### src/logic/idc_pkg.sv
// Shared constants, field positions and op codes of the decoder core
package idc_pkg;

  // ****************************************
  // Timing
  // ****************************************
  localparam int CLK_MHZ     = 20;
  localparam int WDT_TIME_US = 18000;
  localparam int WDT_CYCLES  = WDT_TIME_US * CLK_MHZ;

  // ****************************************
  // Register offsets
  // ****************************************
  localparam logic [3:0] A_ACC    = 4'h0;
  localparam logic [3:0] A_STATUS = 4'h1;
  localparam logic [3:0] A_OPTION = 4'h2;
  localparam logic [3:0] A_PC     = 4'h3;
  localparam logic [3:0] A_TRIS   = 4'h4;
  localparam logic [3:0] A_TIMER  = 4'h5;
  localparam logic [3:0] A_STATE  = 4'h6;

  // ****************************************
  // Fields and reset values
  // ****************************************
  localparam int ST_C   = 0;
  localparam int ST_NIB = 1;
  localparam int ST_Z   = 2;
  localparam int ST_PWD = 3;
  localparam int ST_TO  = 4;
  localparam int OPT_PSA = 3;
  localparam logic [4:0] STATUS_RST = 5'h18;
  localparam logic [3:0] OPTION_RST = 4'hf;
  localparam logic [7:0] TRIS_RST   = 8'hff;

  // ****************************************
  // File addresses with side effects
  // ****************************************
  localparam logic [6:0] FA_TIMER = 7'h01;
  localparam logic [6:0] FA_PORT  = 7'h05;

  // ****************************************
  // Opcode patterns
  // ****************************************
  localparam logic [5:0] P_XOR   = 6'h06;
  localparam logic [5:0] P_IOR   = 6'h04;
  localparam logic [5:0] P_ROTL  = 6'h0d;
  localparam logic [5:0] P_ROTR  = 6'h0c;
  localparam logic [5:0] P_DECSZ = 6'h0b;
  localparam logic [5:0] P_INCSZ = 6'h0f;
  localparam logic [3:0] P_BTC   = 4'h6;
  localparam logic [3:0] P_BTS   = 4'h7;
  localparam logic [5:0] P_IORL  = 6'h38;
  localparam logic [5:0] P_XORL  = 6'h3a;
  localparam logic [4:0] P_SUBL  = 5'h1e;
  localparam logic [3:0] P_RETL  = 4'hd;
  localparam logic [2:0] P_CALL  = 3'h4;
  localparam logic [2:0] P_GOTO  = 3'h5;
  localparam logic [13:0] W_SLEEP = 14'h0063;
  localparam logic [13:0] W_KICK  = 14'h0064;

  typedef enum logic [4:0] {
    OP_OTHER = 5'b00000,
    OP_XOR   = 5'b00001,
    OP_IOR   = 5'b00010,
    OP_ROTL  = 5'b00011,
    OP_ROTR  = 5'b00100,
    OP_DECSZ = 5'b00101,
    OP_INCSZ = 5'b00110,
    OP_BTC   = 5'b00111,
    OP_BTS   = 5'b01000,
    OP_IORL  = 5'b01001,
    OP_XORL  = 5'b01010,
    OP_SUBL  = 5'b01011,
    OP_RETL  = 5'b01100,
    OP_SLEEP = 5'b01101,
    OP_KICK  = 5'b01110,
    OP_CALL  = 5'b01111,
    OP_GOTO  = 5'b10000
  } idc_op_t;

endpackage

### src/logic/idc_dec_if.sv
// Decoded instruction fields passed from decoder to core
interface idc_dec_if;
  import idc_pkg::*;
  logic [13:0] word;
  idc_op_t     op;
  logic        dest;
  logic [6:0]  fa;
  logic [2:0]  bsel;
  logic [7:0]  lit;
  logic [10:0] target;
  modport dec  (input word, output op, dest, fa, bsel, lit, target);
  modport core (output word, input op, dest, fa, bsel, lit, target);
endinterface

### src/logic/idc_core.sv
// Instruction decode and execute core with watchdog and timer control
//
// Contract
// RULE_01: 000110 decodes to XOR with file, Z only
// RULE_02: 000100 decodes to OR with file, Z only
// RULE_03: 001101 rotates file left through carry
// RULE_04: 001100 rotates file right through carry
// RULE_05: 001011 decrements, skips on zero, no flags
// RULE_06: 001111 increments, skips on zero, no flags
// RULE_07: 0110 bit test skips when bit clear
// RULE_08: 0111 bit test skips when bit set
// RULE_09: 111000 ORs literal into accumulator, Z only
// RULE_10: 111010 XORs literal into accumulator, Z only
// RULE_11: 11110x literal minus accumulator, three flags
// RULE_12: 1101xx returns, loads literal, two cycles
// RULE_13: Standby word sets expiry, clears power-down
// RULE_14: Kick or standby clears watchdog and prescaler (the code clears the prescaler only when OPT_PSA assigns it to the watchdog)
// RULE_15: Watchdog time-out clears expiry flag
// RULE_16: Jumps and true skips add one idle cycle
// RULE_17: Port read-modify-write sources the pin levels
// RULE_18: File write to timer clears its prescaler
// RULE_19: 100 calls, 101 jumps, two cycles each
// RULE_20: Kick word sets expiry and power-down flags
//
// Local design decisions: the placing of the registers and the address-and-strobe port.
module idc_core
  import idc_pkg::*;
#(
  parameter int WDT_LIMIT   = WDT_CYCLES,
  parameter int FILE_DEPTH  = 16,
  parameter int STACK_DEPTH = 8
) (
  input  wire logic        clk,
  input  wire logic        srst,
  input  wire logic [13:0] instr_word,
  input  wire logic        instr_valid,
  output logic      [10:0] fetch_addr,
  output logic             nop_cycle,
  input  wire logic [7:0]  port_pins,
  output logic      [7:0]  port_out,
  output logic      [7:0]  port_oe_n,
  input  wire logic [3:0]  bus_addr,
  input  wire logic [7:0]  bus_wdata,
  input  wire logic        bus_wr,
  input  wire logic        bus_rd,
  output logic      [7:0]  bus_rdata,
  output logic             wdt_reset,
  output logic             asleep
);

  localparam int FW = $clog2(FILE_DEPTH);
  localparam int SW = $clog2(STACK_DEPTH);
  localparam int WW = $clog2(WDT_LIMIT + 1);

  // ****************************************
  // State
  // ****************************************
  logic [7:0]  acc_reg;
  logic [7:0]  acc_next;
  logic [4:0]  status_reg;
  logic [4:0]  status_next;
  logic [3:0]  option_reg;
  logic [7:0]  tris_reg;
  logic [7:0]  latch_reg;
  logic [7:0]  tmr_reg;
  logic [7:0]  tmr_next;
  logic [7:0]  presc_reg;
  logic [7:0]  presc_next;
  logic [WW-1:0] wdt_reg;
  logic [WW-1:0] wdt_next;
  logic [10:0] pc_reg;
  logic [10:0] pc_next;
  logic [SW-1:0] sp_reg;
  logic        flush_reg;
  logic        asleep_reg;
  logic        wdt_rst_reg;
  logic [7:0]  rdata_reg;
  logic [7:0]  mem   [FILE_DEPTH];
  logic [10:0] stack [STACK_DEPTH];

  // ****************************************
  // Decoder
  // ****************************************
  idc_dec_if dif ();
  assign dif.word = instr_word;
  idc_decode u_dec (
    .d (dif)
  );

  wire idc_op_t op = dif.op;
  wire [6:0] fa    = dif.fa;
  wire [7:0] lit   = dif.lit;

  // ****************************************
  // Operand selection
  // ****************************************
  wire       go     = instr_valid & ~flush_reg & ~asleep_reg;
  wire [FW-1:0] fidx = fa[FW-1:0];
  wire       at_prt = (fa == FA_PORT);
  wire       at_tmr = (fa == FA_TIMER);
  // Port source is the pin level, not the latch [RULE_17]
  wire [7:0] fval   = at_prt ? port_pins : at_tmr ? tmr_reg : mem[fidx];
  wire       bit_v  = fval[dif.bsel];
  wire       cin    = status_reg[ST_C];

  // ****************************************
  // Result and flag logic
  // ****************************************
  wire [8:0] sub9 = {1'b0, lit} - {1'b0, acc_reg};
  wire       sub_c  = ~sub9[8];
  wire       sub_dc = (lit[3:0] >= acc_reg[3:0]);

  wire [7:0] res =
    (op == OP_XOR)   ? (acc_reg ^ fval)       : // [RULE_01]
    (op == OP_IOR)   ? (acc_reg | fval)       : // [RULE_02]
    (op == OP_ROTL)  ? {fval[6:0], cin}       : // [RULE_03]
    (op == OP_ROTR)  ? {cin, fval[7:1]}       : // [RULE_04]
    (op == OP_DECSZ) ? (fval - 8'h01)         : // [RULE_05]
    (op == OP_INCSZ) ? (fval + 8'h01)         : // [RULE_06]
    (op == OP_IORL)  ? (acc_reg | lit)        : // [RULE_09]
    (op == OP_XORL)  ? (acc_reg ^ lit)        : // [RULE_10]
    (op == OP_SUBL)  ? sub9[7:0]              : // [RULE_11]
    lit;                                        // [RULE_12]

  wire       res_z  = (res == 8'h00);
  wire       rot_c  = (op == OP_ROTL) ? fval[7] : fval[0];

  wire is_fop = (op == OP_XOR) | (op == OP_IOR) | (op == OP_ROTL) |
                (op == OP_ROTR) | (op == OP_DECSZ) | (op == OP_INCSZ);
  wire is_lop = (op == OP_IORL) | (op == OP_XORL) | (op == OP_SUBL) |
                (op == OP_RETL);
  wire upd_z  = go & ((op == OP_XOR) | (op == OP_IOR) | (op == OP_IORL) |
                      (op == OP_XORL) | (op == OP_SUBL));
  wire upd_c  = go & ((op == OP_ROTL) | (op == OP_ROTR));
  wire do_sub = go & (op == OP_SUBL);
  wire do_kick  = go & (op == OP_KICK);
  wire do_sleep = go & (op == OP_SLEEP);
  wire wr_f   = go & is_fop & dif.dest;
  wire wr_w   = go & ((is_fop & ~dif.dest) | is_lop);

  // ****************************************
  // Flow control
  // ****************************************
  wire dec_z  = (op == OP_DECSZ) & res_z;            // [RULE_05]
  wire inc_z  = (op == OP_INCSZ) & res_z;            // [RULE_06]
  wire btc_sk = (op == OP_BTC) & ~bit_v;             // [RULE_07]
  wire bts_sk = (op == OP_BTS) & bit_v;              // [RULE_08]
  wire skip   = go & (dec_z | inc_z | btc_sk | bts_sk);
  wire do_call = go & (op == OP_CALL);
  wire do_goto = go & (op == OP_GOTO);
  wire do_ret  = go & (op == OP_RETL);
  wire [SW-1:0] sp_dec = sp_reg - SW'(1);
  wire [SW-1:0] sp_inc = sp_reg + SW'(1);
  wire [10:0]   pc_inc = pc_reg + 11'h001;

  assign pc_next =
    (do_call | do_goto) ? dif.target             : // [RULE_19]
    do_ret              ? stack[sp_dec]          : // [RULE_12]
    skip                ? (pc_reg + 11'h002)     :
    go                  ? pc_inc                 :
    pc_reg;

  // ****************************************
  // Timer, prescaler and watchdog
  // ****************************************
  wire       psa_wdt = option_reg[OPT_PSA];
  wire [8:0] lim9    = (9'h002 << option_reg[2:0]) - 9'h001;
  wire       ps_tick = (presc_reg == lim9[7:0]);
  wire       tmr_fw  = wr_f & at_tmr;
  wire       tmr_bw  = bus_wr & (bus_addr == A_TIMER);
  wire       kick_any = do_kick | do_sleep;
  wire       wdt_inc = psa_wdt ? ps_tick : 1'b1;
  wire       wdt_to  = wdt_inc & (wdt_reg == WW'(WDT_LIMIT - 1));

  assign presc_next =
    ((kick_any & psa_wdt) |                    // [RULE_14]
     (tmr_fw & ~psa_wdt) |                     // [RULE_18]
     ps_tick) ? 8'h00 : presc_reg + 8'h01;

  assign tmr_next =
    tmr_fw                 ? res       :
    tmr_bw                 ? bus_wdata :
    (~psa_wdt & ps_tick)   ? tmr_reg + 8'h01 :
    tmr_reg;

  assign wdt_next =
    (kick_any | wdt_to) ? '0 :                 // [RULE_14]
    wdt_inc             ? wdt_reg + WW'(1) :
    wdt_reg;

  // ****************************************
  // Accumulator and status
  // ****************************************
  assign acc_next = wr_w                            ? res       :
                    (bus_wr & (bus_addr == A_ACC))  ? bus_wdata :
                    acc_reg;

  always_comb begin
    status_next = status_reg;
    if (bus_wr && bus_addr == A_STATUS) begin
      status_next = bus_wdata[4:0];
    end
    if (upd_z) begin
      status_next[ST_Z] = res_z;
    end
    if (upd_c) begin
      status_next[ST_C] = rot_c;               // [RULE_03] [RULE_04]
    end
    if (do_sub) begin
      status_next[ST_C]  = sub_c;              // [RULE_11]
      status_next[ST_NIB] = sub_dc;
    end
    if (do_kick) begin
      status_next[ST_TO] = 1'b1;               // [RULE_20]
      status_next[ST_PWD] = 1'b1;
    end
    if (do_sleep) begin
      status_next[ST_TO] = 1'b1;               // [RULE_13]
      status_next[ST_PWD] = 1'b0;
    end
    if (wdt_to) begin
      status_next[ST_TO] = 1'b0;               // [RULE_15]
    end
  end

  // ****************************************
  // Register bus read
  // ****************************************
  wire [7:0] rd_mux =
    (bus_addr == A_ACC)    ? acc_reg                       :
    (bus_addr == A_STATUS) ? {3'h0, status_reg}            :
    (bus_addr == A_OPTION) ? {4'h0, option_reg}            :
    (bus_addr == A_PC)     ? pc_reg[7:0]                   :
    (bus_addr == A_TRIS)   ? tris_reg                      :
    (bus_addr == A_TIMER)  ? tmr_reg                       :
    (bus_addr == A_STATE)  ? {6'h00, asleep_reg, flush_reg} :
    8'h00;

  // ****************************************
  // Sequential state
  // ****************************************
  always_ff @(posedge clk) begin
    if (srst) begin
      acc_reg    <= 8'h00;
      status_reg <= STATUS_RST;
      tmr_reg    <= 8'h00;
      presc_reg  <= 8'h00;
      wdt_reg    <= '0;
    end else begin
      acc_reg    <= acc_next;
      status_reg <= status_next;
      tmr_reg    <= tmr_next;
      presc_reg  <= presc_next;
      wdt_reg    <= wdt_next;
    end
  end

  always_ff @(posedge clk) begin
    if (srst) begin
      pc_reg     <= 11'h000;
      sp_reg     <= '0;
      flush_reg  <= 1'b0;
    end else begin
      pc_reg     <= pc_next;
      sp_reg     <= do_call ? sp_inc : do_ret ? sp_dec : sp_reg;
      flush_reg  <= skip | do_call | do_goto | do_ret;   // [RULE_16]
    end
  end

  always_ff @(posedge clk) begin
    if (srst) begin
      asleep_reg  <= 1'b0;
      wdt_rst_reg <= 1'b0;
    end else begin
      asleep_reg  <= wdt_to ? 1'b0 : (asleep_reg | do_sleep);
      wdt_rst_reg <= wdt_to & ~asleep_reg;
    end
  end

  always_ff @(posedge clk) begin
    if (srst) begin
      option_reg <= OPTION_RST;
      tris_reg   <= TRIS_RST;
      latch_reg  <= 8'h00;
      rdata_reg  <= 8'h00;
    end else begin
      if (bus_wr && bus_addr == A_OPTION) begin
        option_reg <= bus_wdata[3:0];
      end
      if (bus_wr && bus_addr == A_TRIS) begin
        tris_reg <= bus_wdata;
      end
      if (wr_f && at_prt) begin
        latch_reg <= res;                      // [RULE_17]
      end
      rdata_reg <= bus_rd ? rd_mux : 8'h00;
    end
  end

  // ****************************************
  // File memory and return stack
  // ****************************************
  for (genvar i = 0; i < FILE_DEPTH; i++) begin : g_mem
    always_ff @(posedge clk) begin
      if (srst) begin
        mem[i] <= 8'h00;
      end else if (wr_f && !at_prt && !at_tmr && fidx == FW'(i)) begin
        mem[i] <= res;
      end
    end
  end

  for (genvar j = 0; j < STACK_DEPTH; j++) begin : g_stk
    always_ff @(posedge clk) begin
      if (srst) begin
        stack[j] <= 11'h000;
      end else if (do_call && sp_reg == SW'(j)) begin
        stack[j] <= pc_inc;
      end
    end
  end

  // ****************************************
  // Outputs
  // ****************************************
  assign fetch_addr = pc_reg;
  assign nop_cycle  = flush_reg;
  assign port_out   = latch_reg;
  assign port_oe_n  = tris_reg;
  assign bus_rdata  = rdata_reg;
  assign wdt_reset  = wdt_rst_reg;
  assign asleep     = asleep_reg;

endmodule

### src/logic/idc_decode.sv
// Combinational decoder of 14-bit instruction words
module idc_decode
  import idc_pkg::*;
(
  idc_dec_if.dec d
);

  // ****************************************
  // Field extraction
  // ****************************************
  wire [5:0] top6 = d.word[13:8];
  wire [4:0] top5 = d.word[13:9];
  wire [3:0] top4 = d.word[13:10];
  wire [2:0] top3 = d.word[13:11];

  assign d.dest   = d.word[7];
  assign d.fa     = d.word[6:0];
  assign d.bsel   = d.word[9:7];
  assign d.lit    = d.word[7:0];
  assign d.target = d.word[10:0];

  // ****************************************
  // Opcode match
  // ****************************************
  assign d.op =
    (top6 == P_XOR)      ? OP_XOR   : // [RULE_01]
    (top6 == P_IOR)      ? OP_IOR   : // [RULE_02]
    (top6 == P_ROTL)     ? OP_ROTL  : // [RULE_03]
    (top6 == P_ROTR)     ? OP_ROTR  : // [RULE_04]
    (top6 == P_DECSZ)    ? OP_DECSZ : // [RULE_05]
    (top6 == P_INCSZ)    ? OP_INCSZ : // [RULE_06]
    (top4 == P_BTC)      ? OP_BTC   : // [RULE_07]
    (top4 == P_BTS)      ? OP_BTS   : // [RULE_08]
    (top6 == P_IORL)     ? OP_IORL  : // [RULE_09]
    (top6 == P_XORL)     ? OP_XORL  : // [RULE_10]
    (top5 == P_SUBL)     ? OP_SUBL  : // [RULE_11]
    (top4 == P_RETL)     ? OP_RETL  : // [RULE_12]
    (d.word == W_SLEEP)  ? OP_SLEEP : // [RULE_13]
    (d.word == W_KICK)   ? OP_KICK  : // [RULE_20]
    (top3 == P_CALL)     ? OP_CALL  : // [RULE_19]
    (top3 == P_GOTO)     ? OP_GOTO  : // [RULE_19]
    OP_OTHER;

endmodule

### config.mk
export PLATFORM = sky130hd
export DESIGN_NAME = idc_core
export DESIGN_NICKNAME = d
export VERILOG_FILES = /design/src/logic/idc_pkg.sv /design/src/logic/idc_dec_if.sv /design/src/logic/idc_core.sv /design/src/logic/idc_decode.sv
export SDC_FILE = /design/constraint.sdc
export NUM_CORES = 1
export LEC_CHECK = 0
export BUFFER_PORTS_ARGS = -buffer_cell sky130_fd_sc_hd__buf_4
export CORE_ASPECT_RATIO = 0.6
export CORE_UTILIZATION = 55
export CTS_BUF_LIST = sky130_fd_sc_hd__clkbuf_16
export DETAILED_ROUTE_END_ITERATION = 16
export GPL_TIMING_DRIVEN = 0
export PLACE_DENSITY = 0.72
export SYNTH_ARGS = -nofsm -noshare
export SYNTH_HDL_FRONTEND = slang
export SYNTH_SLANG_ARGS = --single-unit
### constraint.sdc
create_clock -name clk -period 8 [get_ports clk]
set_input_delay 0.4 -clock clk [delete_from_list [all_inputs] [get_ports clk]]
set_output_delay 0.4 -clock clk [all_outputs]
set_load 0.005 [all_outputs]
==> metrics.md <==
| Metric | Value |
|---|---|
| Status | complete, but fails checks |
| Failing checks | capacitance limit |
| Synth top area share | 38.2% |
| Die Area | 0.0316 sq mm |
| Adder-Cell Fraction of Synth Area | 2.92% |
| Cell-internal power | 2.71 mW |
| Crit. End Element | flip-flop |
| Post-Syn Instances | roughly 1700 |
| Post-synth net total | around 1800 |
| Final HPWL DP | 42.9 mm |
| Seq cells post-synth | 309 |
| Distinct cell type count after synthesis | 93 |
| Crit path max fanout | 10 |
| Pwr dens | 198 mW/mm^2 |
| Worst clock skew | ~0.027 ns |
| GR Overflow Total | 0 |
| CP Launch Point | instr_word[0] |
| Simple-Gate Fraction of Synth Area | 20.0% |
| Total negative slack | 0 ns |
| Sw frac | between 20% and 30% |
| Sequential share of power | 47.4% |
| H-tree depth | 1 |
| Crit path kind | input pin to flip-flop |
| Initial Util | between 50% and 60% |
| HP Start | bus_wdata[6] |
| Startpoint types | input pin |
| Post-CTS Setup Repair Bufs | 0 |
| Layout cells sized above 1 | 12.0% |
| Num rows | 49 |
| RR Startpoint | tmr_reg[5]$_SDFFE_PP0P_ |
| Max Root-Sink Buffers | 3 |
| Routed vias/inst | 6.59 |
| Crit path to | mem[5][6]$_SDFFCE_PN0P_ |
| Placed insts | 2182 |
| Multi-input gate area | approximately 0.0080 sq mm |
| Synth warn | 0 |
| Pre-CTS setup slack | approximately 2.1 ns |
| RSZ-0062 raised after global routing | false |
| Pwr Total | roughly 3.8 mW |
| R2r worst-path depth | 16 |
| Psw | about 1.1 mW |
| Core area | between 0.03 and 0.04 sq mm |
| Fin. Hold Viols | 0 |
| Peak Freq | 0.180 GHz |
| First-pass GRT wire length | 85.2 mm |
| Final setup margin | 2.45 ns |
| Mean area per synthesized cell | 9.97 sq um |
| Clk_lat worst skew | 0.60 ns |
| Number of CTS-inserted buffers | 29 |
| Period minus WS final | 5.55 ns |
| Worst EP required | 8.31 ns |
| Die Ht | approximately 140 um |
| Number of port buffers | 71 |
| Final setup violation count | 0 |
| Post-synthesis mux area share | 10.2% |
| Io pins | 77 |
| Largest register FFs | 128 |
| Final slew viol count | 0 |
| CTS tree | built |
| Slew HR | 0.0924% |
| Area leader, netlist | edfxtp_1 |
| Register area | 0.00835 sq mm |
| Residual DRC count | 0 |
| RR Endpoint | fetch_addr[10]$_SDFFE_PP0P_ |
| EDFF count, synth | around 220 |
| Global Route Usage Sum | 36.2% |
| Largest family of logic cells by synthesized area | simple AND/OR/NAND/NOR gates |
| Post-synthesis sequential area ratio | 49.2% |
| Final Wtd Congestion | approximately 1.1 |
| Compound-Gate Fraction of Synth Area | 11.4% |
| Critical path arrival | 5.86 ns |
| Clock power frac | roughly two fifths |
| Cts hold-fix bufs | 0 |
| Worst min path class | input pin to flip-flop |
| Most frequent cells in the layout | 341 x nor2_1, 216 x edfxtp_1, 181 x nand2_1, 93 x dfxtp_1, 77 x clkbuf_1 |
| Max VDD drop | 0.147 mV |
| Maxcap violations | 2 |
| Initial DRT Pass Iterations | 6 |
| Final ANT Viol Nets | 0 |
| WL final | 57.6 mm |
| Synth area leaders | edfxtp_1 38%, dfxtp_1 11%, nor2_1 7.5% |
| Post-Syn Area | 0.0170 sq mm |
| Die width | 229 um |
| Root Driver | clkbuf_16 |
| CTS clk-pin slew, worst paths | roughly 0.06 ns |
| Combinational power share | 14.3% |
| Async set-or-reset flop fraction in the synthesized netlist | 0% |
| Starting DRC count in detailed routing | around 2400 |
| Number of clock sinks | 309 |
| Non-filler instance count after layout | 2236 |
| Main synth FF type | edfxtp_1 |
| Static Leak | 7.09 nW |
| NumNets Final | 1883 |
| Antenna violations before repair | 1 |
| Worst-margin pin slew | roughly 1.5 ns |
| Post-Synth XOR/XNOR Area | 2.68% |
| Vias | 14700 |
| Vias in the first global route | 13700 |
| PostCTS Resize Cnt | 0 |
| Filler cells | 2467 |
| Pin count of the biggest net entering global routing | 16 |
| R2R Setup Slk | 2.91 ns |
| Most common cell after layout, fill and taps aside | nor2_1 |
| WL per Instance | 25.8 um |
| P&R area growth vs syn | 12.0% |
| Post-route clock period utilization | 69.4% |
Yosys cell counts, drive strengths merged, types with 5 or more instances:
library cell / number
nor2b: 16
o31ai: 6
xor2: 33
a31oi: 14
or4: 5
mux2: 12
and3: 33
clkbuf: 77
a21oi: 76
nand3: 59
a221oi: 11
inv: 38
nor3: 42
edfxtp: 216
and2: 7
nor2: 342
o21ai: 53
o22ai: 7
a311oi: 5
nand2: 181
a211oi: 35
ha: 38
nand2b: 11
mux4: 39
o2111ai: 5
o211ai: 10
xnor2: 19
nor4: 13
a2111oi: 6
mux2i: 71
buf: 26
dfxtp: 93
a22o: 5
nand4: 12
how the worst min path moves through the flow:
| stage | end | slack [ns] | depth (start not counted) |
|---|---|---|---|
| final | port_oe_n[6]$_SDFFE_PP1P_ | 0.07 | 3 |
| after detailed placement | presc_reg[0]$_SDFF_PP0_ | 0.45 | 1 |
| after global placement | presc_reg[0]$_SDFF_PP0_ | 0.45 | 1 |
| after CTS | port_oe_n[6]$_SDFFE_PP1P_ | 0.05 | 3 |
| after global routing | port_oe_n[4]$_SDFFE_PP1P_ | 0.08 | 3 |
| after floorplan | presc_reg[0]$_SDFF_PP0_ | 0.43 | 1 |
power groups by stage:
stage                     Clock [mW]  Combinational, mW  Sequential [mW]
after global routing            1.50              0.564             1.79
after CTS                       1.45              0.512             1.78
after floorplan                    0              0.315             1.81
after global placement             0              0.505             1.82
final                           1.45              0.539             1.78
after detailed placement           0              0.509             1.82
per-layer routing:
layer | GRT usage (%) | share of wire (%)
met1 | 56.1 | 43
met2 | 44.3 | 37
met3 | 17.2 | 18
met4 | 7.79 | 2.3
met5 | 0 | 0
kinds of logic after synthesis:
group / after synthesis
buffers and inverters: 144
adders and majority gates: 39
AOI/OAI and AO/OA: 283
muxes: 122
DFF: 309
xor gates and xnor gates: 52
and+or+nand+nor: 753
metrics by stage:
step / instance area (sq um) / utilization [%] / hold WS [ns]
2_1_floorplan: 17000 / - / 0.430
3_3_place_gp: 18000 / 59.7 / 0.454
3_5_place_dp: 18000 / 59.8 / 0.453
4_1_cts: 19000 / 63.0 / 0.0508
5_1_grt: 19000 / 63.0 / 0.0772
6_report: 19000 / 63.0 / 0.0699
worst max-delay path, cell delays in order:
cell	delay, ns
buf_4	0.19
buf_2	0.31
buf_2	0.43
inv_1	0.20
ha_1	0.27
fa_1	0.45
o21ba_2	0.24
or4_1	0.45
and4_1	0.23
o31ai_1	0.53
nand2_1	0.11
o311ai_1	0.29
o32a_1	0.39
clkbuf_1	0.56
buf_1	0.61
nor2_1	0.13
layout make-up:
cell class	instances	share of cell area, %
antenna	1	0.0132
timing repair buffer	72	2.84
clock inverter	24	1.23
clock buffer	29	3.82
tap	408	2.69
sequential	309	43.9
multi-input combinational	1249	42.3
inverter	41	0.816
buffer	103	2.40
(Power assumes the default switching activity.)
